===== config.mk =====
export PLATFORM = sky130hd
export DESIGN_NAME = apll_ctrl_regs
export DESIGN_NICKNAME = d
export VERILOG_FILES = /design/src/design/apll_pkg.sv /design/src/design/apll_ctrl_regs.sv
export VERILOG_INCLUDE_DIRS = /design/src /design/src/design
export SDC_FILE = /design/constraint.sdc
export NUM_CORES = 1
export LEC_CHECK = 0
export BUFFER_PORTS_ARGS = -buffer_cell sky130_fd_sc_hd__buf_2
export CORE_MARGIN = 1
export CORE_UTILIZATION = 52
export DETAILED_ROUTE_END_ITERATION = 8
export PLACE_DENSITY = 0.83
export SYNTH_ARGS = -nofsm -noshare
export SYNTH_HDL_FRONTEND = slang
export SYNTH_SLANG_ARGS = --single-unit
export TNS_END_PERCENT = 50

===== constraint.sdc =====
create_clock -name i_clk_sys -period 2.1 [get_ports i_clk_sys]
set_input_delay 0 -clock i_clk_sys [delete_from_list [all_inputs] [get_ports i_clk_sys]]
set_output_delay 0 -clock i_clk_sys [all_outputs]
set_load 0.005 [all_outputs]

===== src/design/apll_defines.svh =====
// Purpose: Offsets, field positions and reset values of the analog PLL control bank
// Assumes: Byte-wide register access at the printed offsets
// Notes:   Included by bare name; definitions only
`ifndef APLL_DEFINES_SVH
`define APLL_DEFINES_SVH

`define APLL_ADDR_W          8
`define APLL_OFS_FILTER      8'h68
`define APLL_OFS_MODE        8'h69
`define APLL_OFS_MANUAL      8'h6A
`define APLL_OFS_SPARE       8'h6B

// Field positions in the filter register
`define APLL_CPUMP_MSB       7
`define APLL_CPUMP_LSB       5
`define APLL_RSER_MSB        4
`define APLL_RSER_LSB        3
`define APLL_CPAR_MSB        2
`define APLL_CPAR_LSB        1
`define APLL_POLE_BIT        0
// Field positions in the mode register
`define APLL_TDC_BIT         4
`define APLL_SYN_BIT         3
`define APLL_LCW_BIT         1
`define APLL_OVR_BIT         0
// Field positions in the manual register
`define APLL_VCO_MSB         7
`define APLL_VCO_LSB         5
`define APLL_DLC_MSB         4
`define APLL_DLC_LSB         0

// Field reset values
`define APLL_RST_CPUMP       3'h4
`define APLL_RST_RSER        2'h1
`define APLL_RST_CPAR        2'h1
`define APLL_RST_POLE        1'h1
`define APLL_RST_TDC         1'h0
`define APLL_RST_SYN         1'h0
`define APLL_RST_LCW         1'h1
`define APLL_RST_OVR         1'h0
`define APLL_RST_VCO         3'h1
`define APLL_RST_DLC         5'h0B
`define APLL_RST_SPARE       8'h00

`endif


===== src/design/apll_pkg.sv =====
// Purpose: Types shared by the analog PLL control bank
// Assumes: Nothing beyond the defines header
// Notes:   Types only; constants live in apll_defines.svh
package apll_pkg;
   typedef logic [7:0] apll_byte_t;
   typedef enum logic {
      APLL_LOCK_AUTO,
      APLL_LOCK_MANUAL
   } apll_lock_mode_e;
endpackage


===== src/design/apll_ctrl_regs.sv =====
// Purpose: Analog PLL control register bank, four byte registers at 0x68..0x6B
// Assumes: Byte register port synchronous to i_clk_sys; writes take one cycle
// Notes:   Reserved bits are not stored and read back as zero
`timescale 1ns/10ps
`default_nettype none
`include "apll_defines.svh"

module apll_ctrl_regs (
   input  wire logic                        i_clk_sys,
   input  wire logic                        i_rst_b,
   input  wire logic                        i_clk_en,
   input  wire logic [`APLL_ADDR_W-1:0]     i_addr,
   input  wire logic                        i_wr_en,
   input  wire logic                        i_rd_en,
   input  wire logic [7:0]                  i_wr_data,
   output logic      [7:0]                  o_rd_data,
   output logic                             o_rd_valid,
   output logic      [2:0]                  o_charge_pump_current,
   output logic      [1:0]                  o_filter_series_resistor,
   output logic      [1:0]                  o_filter_parallel_capacitor,
   output logic                             o_second_pole_select,
   output logic                             o_time_to_digital_disable,
   output logic                             o_crystal_only_synthesis,
   output logic                             o_lock_counter_width,
   output logic                             o_lock_manual_override,
   output logic      [2:0]                  o_manual_oscillator_select,
   output logic      [4:0]                  o_manual_lock_code
);

   // Register map, one byte each; reserved bits are neither stored nor driven
   //   0x68  [7:5] charge pump code    [4:3] series resistor
   //         [2:1] parallel capacitor  [0]   second pole select
   //   0x69  [4]   converter disable   [3]   crystal-only synthesis
   //         [1]   lock counter width  [0]   lock manual override
   //         [7:5] and [2] reserved, dropped on write, read as zero
   //   0x6A  [7:5] oscillator select   [4:0] manual lock code
   //   0x6B  spare, writes dropped, reads zero
   // Any other address reads zero and ignores writes, so a stray access
   // outside the bank can never disturb the loop filter settings.
   // A read in the same cycle as a write returns the byte as it stood
   // before the write, which keeps read-modify-write by software coherent.
   // Reserved oscillator codes are kept as written; keeping out of them is
   // the software's duty, and filtering them here would hide a broken setup.
   // Field outputs change on the same enabled edge that takes the write.

   // Assemble a register image from stored fields; used by the read path
   // Kept in one place so the byte layout of a read matches the write decode
   function automatic apll_pkg::apll_byte_t read_mux(
      input logic [7:0] addr,
      input logic [2:0] cp,
      input logic [1:0] rs,
      input logic [1:0] cap,
      input logic       pole,
      input logic       tdc,
      input logic       syn,
      input logic       lcw,
      input logic       ovr,
      input logic [2:0] vco,
      input logic [4:0] dlc
   );
      apll_pkg::apll_byte_t v;
      v = 8'h00;
      case (addr)
         `APLL_OFS_FILTER: begin
            v = {cp, rs, cap, pole};
         end
         `APLL_OFS_MODE: begin
            v = {3'h0, tdc, syn, 1'h0, lcw, ovr};
         end
         `APLL_OFS_MANUAL: begin
            v = {vco, dlc};
         end
         default: begin
            v = `APLL_RST_SPARE; // Spare and unmapped bytes read zero
         end
      endcase
      return v;
   endfunction

   // Filter byte fields
   logic [2:0] cpump_ff;
   logic [2:0] nxt_cpump;
   logic [1:0] rser_ff;
   logic [1:0] nxt_rser;
   logic [1:0] cpar_ff;
   logic [1:0] nxt_cpar;
   logic       pole_ff;
   logic       nxt_pole;
   // Mode byte fields
   logic       tdc_ff;
   logic       nxt_tdc;
   logic       syn_ff;
   logic       nxt_syn;
   logic       lcw_ff;
   logic       nxt_lcw;
   apll_pkg::apll_lock_mode_e ovr_ff;
   apll_pkg::apll_lock_mode_e nxt_ovr;
   // Manual byte fields
   logic [2:0] vco_ff;
   logic [2:0] nxt_vco;
   logic [4:0] dlc_ff;
   logic [4:0] nxt_dlc;
   // Read port state
   logic [7:0] rdat_ff;
   logic [7:0] nxt_rdat;
   logic       rval_ff;
   logic       nxt_rval;

   // Next-state for all fields; reserved write bits are dropped
   always_comb begin
      nxt_cpump = cpump_ff;
      nxt_rser  = rser_ff;
      nxt_cpar  = cpar_ff;
      nxt_pole  = pole_ff;
      nxt_tdc   = tdc_ff;
      nxt_syn   = syn_ff;
      nxt_lcw   = lcw_ff;
      nxt_ovr   = ovr_ff;
      nxt_vco   = vco_ff;
      nxt_dlc   = dlc_ff;
      if (i_wr_en) begin
         case (i_addr)
            `APLL_OFS_FILTER: begin
               // Every bit of the filter byte is a field
               nxt_cpump = i_wr_data[`APLL_CPUMP_MSB:`APLL_CPUMP_LSB];
               nxt_rser  = i_wr_data[`APLL_RSER_MSB:`APLL_RSER_LSB];
               nxt_cpar  = i_wr_data[`APLL_CPAR_MSB:`APLL_CPAR_LSB];
               nxt_pole  = i_wr_data[`APLL_POLE_BIT];
            end
            `APLL_OFS_MODE: begin
               // Reserved bits of the mode byte are simply not picked up
               nxt_tdc = i_wr_data[`APLL_TDC_BIT];
               nxt_syn = i_wr_data[`APLL_SYN_BIT];
               nxt_lcw = i_wr_data[`APLL_LCW_BIT];
               nxt_ovr = apll_pkg::apll_lock_mode_e'(i_wr_data[`APLL_OVR_BIT]);
            end
            `APLL_OFS_MANUAL: begin
               // Reserved VCO codes are stored as written; software keeps out of them
               nxt_vco = i_wr_data[`APLL_VCO_MSB:`APLL_VCO_LSB];
               nxt_dlc = i_wr_data[`APLL_DLC_MSB:`APLL_DLC_LSB];
            end
            default: begin
               nxt_vco = vco_ff; // Spare byte holds nothing
            end
         endcase
      end
   end

   // Register stage; clock enable freezes everything
   // Reset wins over a low clock enable so a stalled bank still comes up clean
   always_ff @(posedge i_clk_sys) begin
      if (!i_rst_b) begin
         cpump_ff <= `APLL_RST_CPUMP;
         rser_ff  <= `APLL_RST_RSER;
         cpar_ff  <= `APLL_RST_CPAR;
         pole_ff  <= `APLL_RST_POLE;
         tdc_ff   <= `APLL_RST_TDC;
         syn_ff   <= `APLL_RST_SYN;
         lcw_ff   <= `APLL_RST_LCW;
         ovr_ff   <= apll_pkg::apll_lock_mode_e'(`APLL_RST_OVR);
         vco_ff   <= `APLL_RST_VCO;
         dlc_ff   <= `APLL_RST_DLC;
      end else if (i_clk_en) begin
         cpump_ff <= nxt_cpump;
         rser_ff  <= nxt_rser;
         cpar_ff  <= nxt_cpar;
         pole_ff  <= nxt_pole;
         tdc_ff   <= nxt_tdc;
         syn_ff   <= nxt_syn;
         lcw_ff   <= nxt_lcw;
         ovr_ff   <= nxt_ovr;
         vco_ff   <= nxt_vco;
         dlc_ff   <= nxt_dlc;
      end
   end

   // Read path; the image is taken from the flops before any same-cycle write
   always_comb begin
      nxt_rval = i_rd_en;
      nxt_rdat = read_mux(i_addr, cpump_ff, rser_ff, cpar_ff, pole_ff, tdc_ff,
                          syn_ff, lcw_ff, ovr_ff, vco_ff, dlc_ff);
   end

   // Read registers; a frozen clock holds the last answer on the port
   always_ff @(posedge i_clk_sys) begin
      if (!i_rst_b) begin
         rdat_ff <= `APLL_RST_SPARE;
         rval_ff <= 1'b0;
      end else if (i_clk_en) begin
         rdat_ff <= nxt_rdat;
         rval_ff <= nxt_rval;
      end
   end

   // Field outputs come straight from their flops
   // No logic sits after the flops, so the analog side sees glitch-free levels
   // even while software rewrites a neighbouring field of the same byte
   assign o_charge_pump_current       = cpump_ff;
   assign o_filter_series_resistor    = rser_ff;
   assign o_filter_parallel_capacitor = cpar_ff;
   assign o_second_pole_select        = pole_ff;
   assign o_time_to_digital_disable   = tdc_ff;
   assign o_crystal_only_synthesis    = syn_ff;
   assign o_lock_counter_width        = lcw_ff;
   assign o_lock_manual_override      = ovr_ff;
   assign o_manual_oscillator_select  = vco_ff;
   assign o_manual_lock_code          = dlc_ff;
   assign o_rd_data                   = rdat_ff;
   assign o_rd_valid                  = rval_ff;

endmodule

`default_nettype wire


---- Yosys cells after proc, flatten, opt, wreduce, memory -nomap -nowiden ----
Cells that the tools add are included.
storage, ports and cells
  word-level logic and storage cells ...... 19
  bits in registers ....................... 29
  bits of input ports ..................... 21
  output and inout bits ................... 29
operators by class
  multiplexer cells ....................... 1
  equality and inequality tests ........... 3
  reductions and logical operators ........ 3
operator list
  operator                                                          number
  8-bit by 7-bit == test with 1-bit output (second input constant)  3
  8-bit one-hot mux with 3 select lines                             1
  3-bit AND reduction                                               3

---- Longest topological paths before layout ----
Gate-level depths: netlist of run 1.
  depth in word-level cells ............... 2
  gate-level depth with buffers ........... 4

---- Worst setup path before layout of run 1 ----
Ideal clock, no wire load.
  path kind ............................... input -> register
  start ................................... in i_addr[7]
  end ..................................... reg cpar_ff[0], in the netlist o_filter_parallel_capacitor[0]
  cell stages on the path ................. 4
  slack ................................... 962 ps
  path buffers ............................ 1
  data required time ...................... 1976 ps
  library setup time ...................... 124 ps
  arrival ................................. 1014 ps
  cell sequence ........................... nand4bb_4 > or4_4 > buf_6 > mux2i_1
on the way
  cells in the longest elaborated chain, start to end .. 2
RTL lines
  element                                   line                   text
  from (decl)                               apll_ctrl_regs.sv:12   input wire logic [`APLL_ADDR_W-1:0] i_addr,
  8-bit by 7-bit == test with 1-bit output  apll_ctrl_regs.sv:122  case (i_addr)
  3-bit AND reduction (no line)             n/a
  to (signal assigned)                      apll_ctrl_regs.sv:155  cpar_ff <= `APLL_RST_CPAR;
  to (signal assigned)                      apll_ctrl_regs.sv:166  cpar_ff <= nxt_cpar;
  to (decl)                                 apll_ctrl_regs.sv:85   logic [1:0] cpar_ff;
Every way passes these cells.
A chain may end at the register's enable or synchronous reset.

---- Final worst setup path of run 1 ----
  start ................................... in i_addr[1]
  end ..................................... reg dlc_ff[1], in the netlist o_manual_lock_code[1]
on the way
  cells in the longest elaborated chain, start to end .. 2
RTL lines
  element                                   line                   text
  8-bit by 7-bit == test with 1-bit output  apll_ctrl_regs.sv:122
  3-bit AND reduction (no line)             n/a
  to (signal assigned)                      apll_ctrl_regs.sv:162  dlc_ff <= `APLL_RST_DLC;
  to (signal assigned)                      apll_ctrl_regs.sv:173  dlc_ff <= nxt_dlc;
  to (decl)                                 apll_ctrl_regs.sv:101  logic [4:0] dlc_ff;
Every way passes these cells.

==> impl_metrics.toml, run 1 <==
[power]
peakVddDrop_uv = 501
leakagePower_nw = 0.777
p_per_area_nw_per_um2 = 561
p_sw_frac = 0.241
power.switching_mw = 0.239
clockPowerShare = 0.345
seqPwrFrac = 0.555
comb_power_share = 0.100
p_int_mw = 0.755

[logic_synthesis]
yosysMostFrequentCell = "dfxtp_1"
yosys.cell_types.count = 27
synth_edf_count = 0
synth_top_area_frac = 0.421
ys_warn_count = 0
synth_common_cells = "dfxtp_1 (29), nand2_1 (26), mux2i_1 (25)"
syn_nets = 160
ys_async_sr_fraction = 0
netlist_area_um2 = 1380
synthFlopType = "dfxtp_1"
synth_area_leaders = "dfxtp_1 (42%), mux2i_1 (18%), nand2_1 (7.1%), nor4_4 (4.6%), nor2_1 (4.1%)"
ys_ff_latch = 29
syn_inst = 139
yosys.area.top_type = "dfxtp_1"
ys_seq_area_frac = 0.421
synth_area_per_cell_um2 = 9.91

[timing]
setup_violations = 0
whs_ns = 0.0653
drv_slew = 0
min_period_ns = 1.15
fin_crit_sh = 0.549
fmax_mhz = 868
final_hold_viol_count = 0
worst-slew-pin-transition_ns = 0.779
rsz0062_at_grt = "no"
setup-tns-final_ns = 0
slew_headroom = 0.477
fin_skew_ns = 0.00417

[floorplanning]
rows = 18
coreArea_um2 = 2500
die_w_um = 53.5
die-area_um2 = 2860
fp.dieH_um = 53.5
start_util = 0.551
ios = 50

[cells_and_area]
n_antenna_cell = 0
syn_to_final_growth_pct = 28.5
fin_nets = 219
drive_gt1_frac = 0.369
fillers = 187

[clock_tree]
cts_setup_buffers = 0
clkSinkCount = 29
cts_htree_levels = 2
clk_pin_slew_ns = 0.08
insertion_delay_ns = 0.33
cts-root-buf = "clkbuf_4"
cts_tree = "done"
numCtsBuffers = 5
cts_buffer_depth = 2
ctsHoldBuffers = 9
post_cts_resized = 0

[global_route]
grt_pass1_vias = 1189
gr-max-usage-layer = "met2"
grt_util_met2 = 0.406
gr-usage-all-layers = 0.262
grt_pass1_wl_um = 5140
met3_usage = 0.0891
antenna_found_initial = 0
grt-ovfl-total = 0
grt_max_degree = 22
grt_util_met1 = 0.311

[place]
io_buffers = 49
globalplace.congestion = 0.846
hpwlAfterDp_um = 2290

[run]
drv_cap = 0

[route]
drc = 0
wl_per_cell_um = 13.9
wl_um = 3170
post_drt_via_cell_ratio = 5.32
drt_iter0_drc = 24
ant_nets = 0
first_pass_iters = 5
vias = 1213

[setup_path]
rr_worst_depth = 3
arrival_ns = 1.40
start_kind = "primary input"
cp_max_fo = 10
end_kind = "flip-flop"
critical_path_class = "primary input to flip-flop"
worstPathRequired_ns = 2.35

[min_path]
worstHoldPathType = "primary input to flip-flop"
hold_path_depth = 3

[run_status]
status = "completed"
[per-layer routing]
metal  up-vias  part of all wire
met5         -                 0
met2        39              0.48
met4         0             0.017
met1       562              0.45
met3         9             0.056
li1        603                 -
[final timing paths]
check / slack (ns) / to / from
setup / recovery: 0.95 / o_manual_lock_code[1] / i_addr[1]
hold / removal: 0.07 / o_rd_valid / i_clk_en
setup reg to reg: 1.07 / o_rd_data[0] / o_lock_manual_override
hold reg to reg: 0.47 / o_rd_data[5] / o_rd_data[5]
[power by group through the flow]
stage	registers (mW)	logic [mW]	clock network (mW)
2_1_floorplan	0.565	0.0534	0
3_3_place_gp	0.565	0.0827	0
3_5_place_dp	0.565	0.0859	0
4_1_cts	0.552	0.0989	0.350
5_1_grt	0.552	0.109	0.379
6_report	0.552	0.0998	0.343
[state kept, by name (all words and copies together) (netlist names)]
name and count:
o_rd_data 8, o_manual_lock_code 5, o_charge_pump_current 3, o_manual_oscillator_select 3
o_filter_parallel_capacitor 2, o_filter_series_resistor 2, o_crystal_only_synthesis 1, o_lock_counter_width 1
o_lock_manual_override 1, o_rd_valid 1, o_second_pole_select 1, o_time_to_digital_disable 1
[through the flow]
step	instance area [um^2]	util	total power [mW]	instances	setup WS, ns
floorplan	1380	-	0.618	139	0.962
global placement	1630	0.650	0.647	212	0.690
detailed placement	1630	0.650	0.651	212	0.637
CTS	1770	0.708	1.00	228	0.960
global route	1770	0.708	1.04	228	0.885
finish	1770	0.708	0.994	228	0.948
[cell type report]
| class | instances | area [um^2] | area share |
|---|---|---|---|
| well taps | 30 | 37.5 | 0.0212 |
| flip-flops and latches | 29 | 581 | 0.328 |
| multi-input cells | 101 | 751 | 0.424 |
| repair buffers | 58 | 335 | 0.189 |
| inverters | 3 | 11.3 | 0.00636 |
| clock buffers | 7 | 55.1 | 0.0311 |
[logic make-up after synthesis]
logic type,count (synthesis),synth area share
buf+inv,9,0.0336
simple gates,57,0.264
compound gates,15,0.0663
flops,29,0.421
mux,29,0.214
[placed cells by master (no fill, tap or decap), types with 3 or more instances in the layout]
cell type | netlist | final
mux2i_1 | 25 | 25
nor4_4 | 3 | 3
a211oi_1 | 3 | 3
a31oi_1 | 4 | 4
a21oi_1 | 3 | 3
o21ai_0 | 4 | 4
and2b_2 | 5 | 5
dfxtp_1 | 29 | 29
nand2_1 | 26 | 26
buf_2 | 1 | 49
mux2_2 | 4 | 4
nor2_1 | 15 | 15
dlygate4sd3_1 | 0 | 9
clkbuf_4 | 0 | 5
[worst max-delay path: stages]
cell and delay (ns):
buf_2 0.26, inv_2 0.13, nor4_4 0.74, mux2i_1 0.27
(Power assumes the default switching activity.)
==> run 2: changes to the inputs <==
- CORE_UTILIZATION: 52 -> 44
- PLACE_DENSITY: 0.83 -> 0.75
- clock period: 2.1 -> 0.9 ns (I/O delays scaled with it)
==> run 2 against run 1 <==
The run now ends with design-rule violations, negative setup slack left. Routed wire length is 15% higher. Sequential power is 130% higher. Worst hold slack better by 0.026 ns. Sequential cell count stayed put. Combinational power grew to 2.9 times the previous value. Global-route usage is 3.0 points lower. Non-clock buffer count is 17 higher. Cell area is 13% higher. Register-to-register slack worse by 1.2 ns. Largest power group unchanged.
==> impl_metrics.toml, run 2 (synthesized netlist as in run 1, its figures left out) <==
[floorplanning]
fp.dieH_um = 58.0
start_util = 0.483
ios = 50
die_w_um = 58.0
die-area_um2 = 3360
coreArea_um2 = 2850
rows = 19

[global_route]
grt_max_degree = 16
met3_usage = 0.0558
grt_pass1_wl_um = 5830
grt_pass1_vias = 1292
gr-max-usage-layer = "met2"
antenna_found_initial = 0
grt_util_met2 = 0.404
grt-ovfl-total = 0
gr-usage-all-layers = 0.232
grt_util_met1 = 0.275

[clock_tree]
cts_buffer_depth = 2
clkSinkCount = 29
cts_htree_levels = 2
cts_setup_buffers = 0
numCtsBuffers = 5
cts-root-buf = "clkbuf_4"
cts_tree = "done"
clk_pin_slew_ns = 0.09
insertion_delay_ns = 0.32

[run_status]
violations = "design-rule violations, negative setup slack"
status = "complete, but fails checks"

[cells_and_area]
drive_gt1_frac = 0.472
fin_nets = 236
largest_register_ffs = 8
n_antenna_cell = 0
syn_to_final_growth_pct = 45.7
final_cells = 247
fillers = 213
fin_area_um2 = 2010
mostFrequentLayoutCells = "buf_2 (46), nand2_1 (25), mux2i_1 (25), dfxtp_1 (22), nor2_1 (15)"
final_common_cell = "buf_2"
multi_input_area_um2 = 772
seq_area_um2 = 589

[min_path]
hold_path_depth = 3
min_to = "o_filter_parallel_capacitor[1]"
worstHoldPathType = "primary input to flip-flop"
worstHoldStart = "i_addr[1]"

[timing]
drv_slew = 0
slew_headroom = 0.766
worst-slew-pin-transition_ns = 0.350
fin_skew_ns = 0.00977
fin_crit_sh = 1.11
rsz0062_at_grt = "yes"
min_period_ns = 0.999
final_hold_viol_count = 0
fmax_mhz = 1000
setup-tns-final_ns = -0.105
setup_violations = 3
setup_ws_ns = -0.0988

[place]
placed_cells = 230
pre_cts_ws_ns = -0.274
dpl_cell_area_um2 = 1780
io_buffers = 49
globalplace.congestion = 0.870
hpwlAfterDp_um = 2650

[setup_path]
r2r_slack_ns = -0.1
arrival_ns = 1.22
worstPathCellList = "mux2_4, a221oi_2, nor3_1"
worstPathRequired_ns = 1.12
cp_max_fo = 2
reg2reg_from = "o_second_pole_select"
rr_worst_depth = 3
start_kind = "flip-flop"
crit_path_top_delay_cell = "dfxtp_2"
critical_path_class = "flip-flop to flip-flop"
r2r_end = "o_rd_data[0]"
max_stage_delay_ns = 0.34
end_kind = "flip-flop"

[route]
wl_um = 3660
vias = 1287
drc = 4
wl_per_cell_um = 14.8
first_pass_iters = 6
drt_iter0_drc = 35
ant_nets = 0
post_drt_via_cell_ratio = 5.21

[power]
peakVddDrop_uv = 1020
p_per_area_nw_per_um2 = 1330
leakagePower_nw = 0.898

[run]
drv_cap = 0
[run 2: cell types whose count changed in the layout (fill, tap and decap cells not counted), sizes merged]
| cell | before | now |
|---|---|---|
| buf | 49 | 66 |
| bufinv | 0 | 1 |
[run 2: metal layers]
| layer | vias up | part of all wire |
|---|---|---|
| li1 | 639 | - |
| met1 | 607 | 0.42 |
| met2 | 37 | 0.52 |
| met3 | 4 | 0.047 |
| met4 | 0 | 0.012 |
| met5 | - | 0 |
[run 2: worst max-delay path by stage]
| stage | start | end | cells past startpoint |
|---|---|---|---|
| floorplan | i_addr[2] | o_manual_lock_code[0] | 3 |
| global placement | i_addr[4] | o_filter_parallel_capacitor[0] | 4 |
| detailed placement | i_addr[4] | o_second_pole_select | 4 |
| CTS | o_second_pole_select | o_rd_data[0] | 3 |
| global route | o_lock_manual_override | o_rd_data[0] | 3 |
| finish | o_second_pole_select | o_rd_data[0] | 3 |
[run 2: critical path: cells and delay by family (launching register included)]
kind             cells  cell delay, ns
multiplexers         1            0.27
AND/OR/NAND/NOR      1            0.07
flip-flops           1            0.34
AO/OA/AOI/OAI        1            0.22
[run 2: where the power goes]
| group | internal, mW | switching (mW) | total, mW |
|---|---|---|---|
| clock network | 0.663 | 0.442 | 1.10 |
| registers | 1.29 | 0.00165 | 1.29 |
| logic | 0.146 | 0.139 | 0.286 |
[run 2: what timing repair did]
action,CTS,global route
gates resized for setup,5,11
endpoints found under the hold margin,21,0
endpoints found under the setup margin,5,8
hold buffers,9,0
[run 2: through the flow]
| step | utilization | power [mW] | hold WS, ns |
|---|---|---|---|
| finish | 0.704 | 2.68 | 0.0915 |
| global placement | 0.624 | 1.56 | 0.241 |
| global route | 0.704 | 2.80 | 0.0789 |
| floorplan | - | 1.44 | 0.142 |
| CTS | 0.692 | 2.70 | 0.0854 |
| detailed placement | 0.624 | 1.56 | 0.250 |
[run 2: final cells by class]
cell class,instances,area share
Multi-Input combinational cell,101,0.385
Clock buffer,7,0.0274
Tap cell,31,0.0193
Sequential cell,29,0.294
Clock inverter,1,0.0150
Timing Repair Buffer,75,0.254
Inverter,3,0.00561
==> run 3: changes to the inputs <==
- PLACE_DENSITY: 0.75 -> unset
- PLACE_DENSITY_LB_ADDON: unset -> 0.3
==> run 3 against run 2 <==
Clock power shrank 16%. Register-to-register slack better by 0.02 ns. Non-clock buffer count fell by 2. Utilization shrank 1.0 points. Worst hold slack lost 0.0058 ns. Routed wire length decreased by 2.5%. Total power down 6.8%. Clock skew fell by 0.0018 ns. The run still ends with design-rule violations, negative setup slack left. First-iteration DRC count grew 110%. Combinational power about the same. Global-route usage is 0.96 points lower. Sequential power hardly changed.
==> impl_metrics.toml, run 3 (synthesized netlist as in run 1, its figures left out) <==
[floorplanning]
fp.dieH_um = 58.0
die-area_um2 = 3360
die_w_um = 58.0
start_util = 0.483
ios = 50
rows = 19
coreArea_um2 = 2850

[timing]
min_period_ns = 0.975
rsz0062_at_grt = "yes"
worst-slew-pin-transition_ns = 0.428
fmax_mhz = 1030
slew_headroom = 0.714
drv_slew = 0
fin_skew_ns = 0.00800
final_hold_viol_count = 0
setup_violations = 1
setup_ws_ns = -0.0747
fin_crit_sh = 1.08

[global_route]
grt_pass1_vias = 1233
grt_max_degree = 19
grt-ovfl-total = 0
antenna_found_initial = 0
gr-usage-all-layers = 0.222
grt_pass1_wl_um = 5630

[setup_path]
end_kind = "flip-flop"
crit_path_top_delay_cell = "dfxtp_2"
path_delay_family = "flip-flops"
crit_path_start = "o_second_pole_select"
start_kind = "flip-flop"
critical_path_class = "flip-flop to flip-flop"
arrival_ns = 1.20
r2r_end = "o_rd_data[0]"
cp_num_buf_inv = 0
max_stage_delay_ns = 0.33
worstPathCellList = "mux2_2, a221oi_2, nor3_1"
cp_max_fo = 2
crit_cells = 3
r2r_slack_ns = -0.07
worstPathRequired_ns = 1.13
reg2reg_from = "o_second_pole_select"
rr_worst_depth = 3
crit_end = "o_rd_data[0]"

[cells_and_area]
final_common_cell = "buf_2"
largest_register_ffs = 8
n_antenna_cell = 0
fin_util = 0.693
syn_to_final_growth_pct = 43.6
fin_nets = 234
mostFrequentLayoutCells = "buf_2 (48), nand2_1 (26), mux2i_1 (25), dfxtp_1 (22), nor2_1 (15)"
drive_gt1_frac = 0.481

[power]
comb_power_share = 0.114
leakagePower_nw = 0.876
seqPwrFrac = 0.516
finalPower_mw = 2.50
p_int_mw = 1.88
clockPowerShare = 0.370
peakVddDrop_uv = 949
p_per_area_nw_per_um2 = 1260
power.switching_mw = 0.615
p_sw_frac = 0.246

[run_status]
status = "complete, but fails checks"
violations = "design-rule violations, negative setup slack"

[clock_tree]
cts-root-buf = "clkbuf_4"
cts_tree = "done"
numCtsBuffers = 5
cts_htree_levels = 2
cts_buffer_depth = 2
cts_setup_buffers = 0
clkSinkCount = 29
clk_pin_slew_ns = 0.10
insertion_delay_ns = 0.33

[place]
hpwlAfterDp_um = 2650
globalplace.congestion = 0.823
io_buffers = 49

[route]
drt_iter0_drc = 73
wl_per_cell_um = 14.5
first_pass_iters = 6
ant_nets = 0
wl_um = 3560
vias = 1305
drc = 4
post_drt_via_cell_ratio = 5.33

[run]
drv_cap = 0

[min_path]
worstHoldPathType = "primary input to flip-flop"
==> run 3: changes by cell type in the layout (fill, tap and decap cells not counted), sizes merged <==
cell    delta
clkinv     +1
bufinv     -1
buf        -2
==> run 3: worst min-delay path by stage <==
| stage | startpoint | endpoint | slack (ns) | cells past startpoint |
|---|---|---|---|---|
| floorplan | i_wr_data[3] | o_crystal_only_synthesis | 0.14 | 2 |
| global placement | i_rd_en | o_rd_valid | 0.24 | 3 |
| detailed placement | i_rd_en | o_rd_valid | 0.25 | 3 |
| CTS | i_rst_b | o_rd_data[5] | 0.08 | 3 |
| global route | i_addr[1] | o_filter_parallel_capacitor[0] | 0.10 | 3 |
| finish | i_rst_b | o_rd_data[5] | 0.09 | 3 |
==> run 3: through the flow <==
stage          instance area [um^2]  setup WS, ns  hold WS (ns)  instances  TNS (ns)
2_1_floorplan                  1380        -0.210         0.142        139     -2.87
3_3_place_gp                   1760        -0.262         0.239        228     -4.53
3_5_place_dp                   1760        -0.303         0.251        228     -5.46
4_1_cts                        1930       -0.0704        0.0788        245   -0.0715
5_1_grt                        1980        -0.117         0.102        245    -0.246
6_report                       1980       -0.0747        0.0857        245   -0.0747
==> run 3: worst register-to-register path, cell delays in order (launching register included) <==
cell and delay [ns]:
dfxtp_2 0.33, mux2_2 0.27, a221oi_2 0.21, nor3_1 0.06
==> run 3: power groups by stage <==
stage	Sequential [mW]	Clock, mW	Combinational, mW
6_report	1.29	0.923	0.285
5_1_grt	1.29	0.996	0.306
4_1_cts	1.29	0.926	0.275
3_5_place_dp	1.32	0	0.242
3_3_place_gp	1.32	0	0.235
2_1_floorplan	1.32	0	0.125
==> run 3: area by class of cell <==
type                    instances  area [um^2]
inverters                       3         11.3
fillers                       227          875
well taps                      31         38.8
clock inverters                 1         5.00
clock buffers                   7         65.1
flip-flops and latches         29          589
repair buffers                 73          479
multi-input cells             101          790
==> run 3: routing by layer <==
layer  wire length (um)  part of all wire  track usage
met5                  0                 0            0
met4                  9            0.0025       0.0510
met3                206             0.058       0.0603
met2               1780              0.50        0.394
met1               1570              0.44        0.268
==> run 3: repair_timing <==
| item | CTS | global route |
|---|---|---|
| hold buffers | 9 | 0 |
| pin swaps | 0 | 3 |
| setup endpoints to repair | 2 | 9 |
| gates resized for setup | 2 | 13 |
| endpoints found under the hold margin | 19 | 0 |
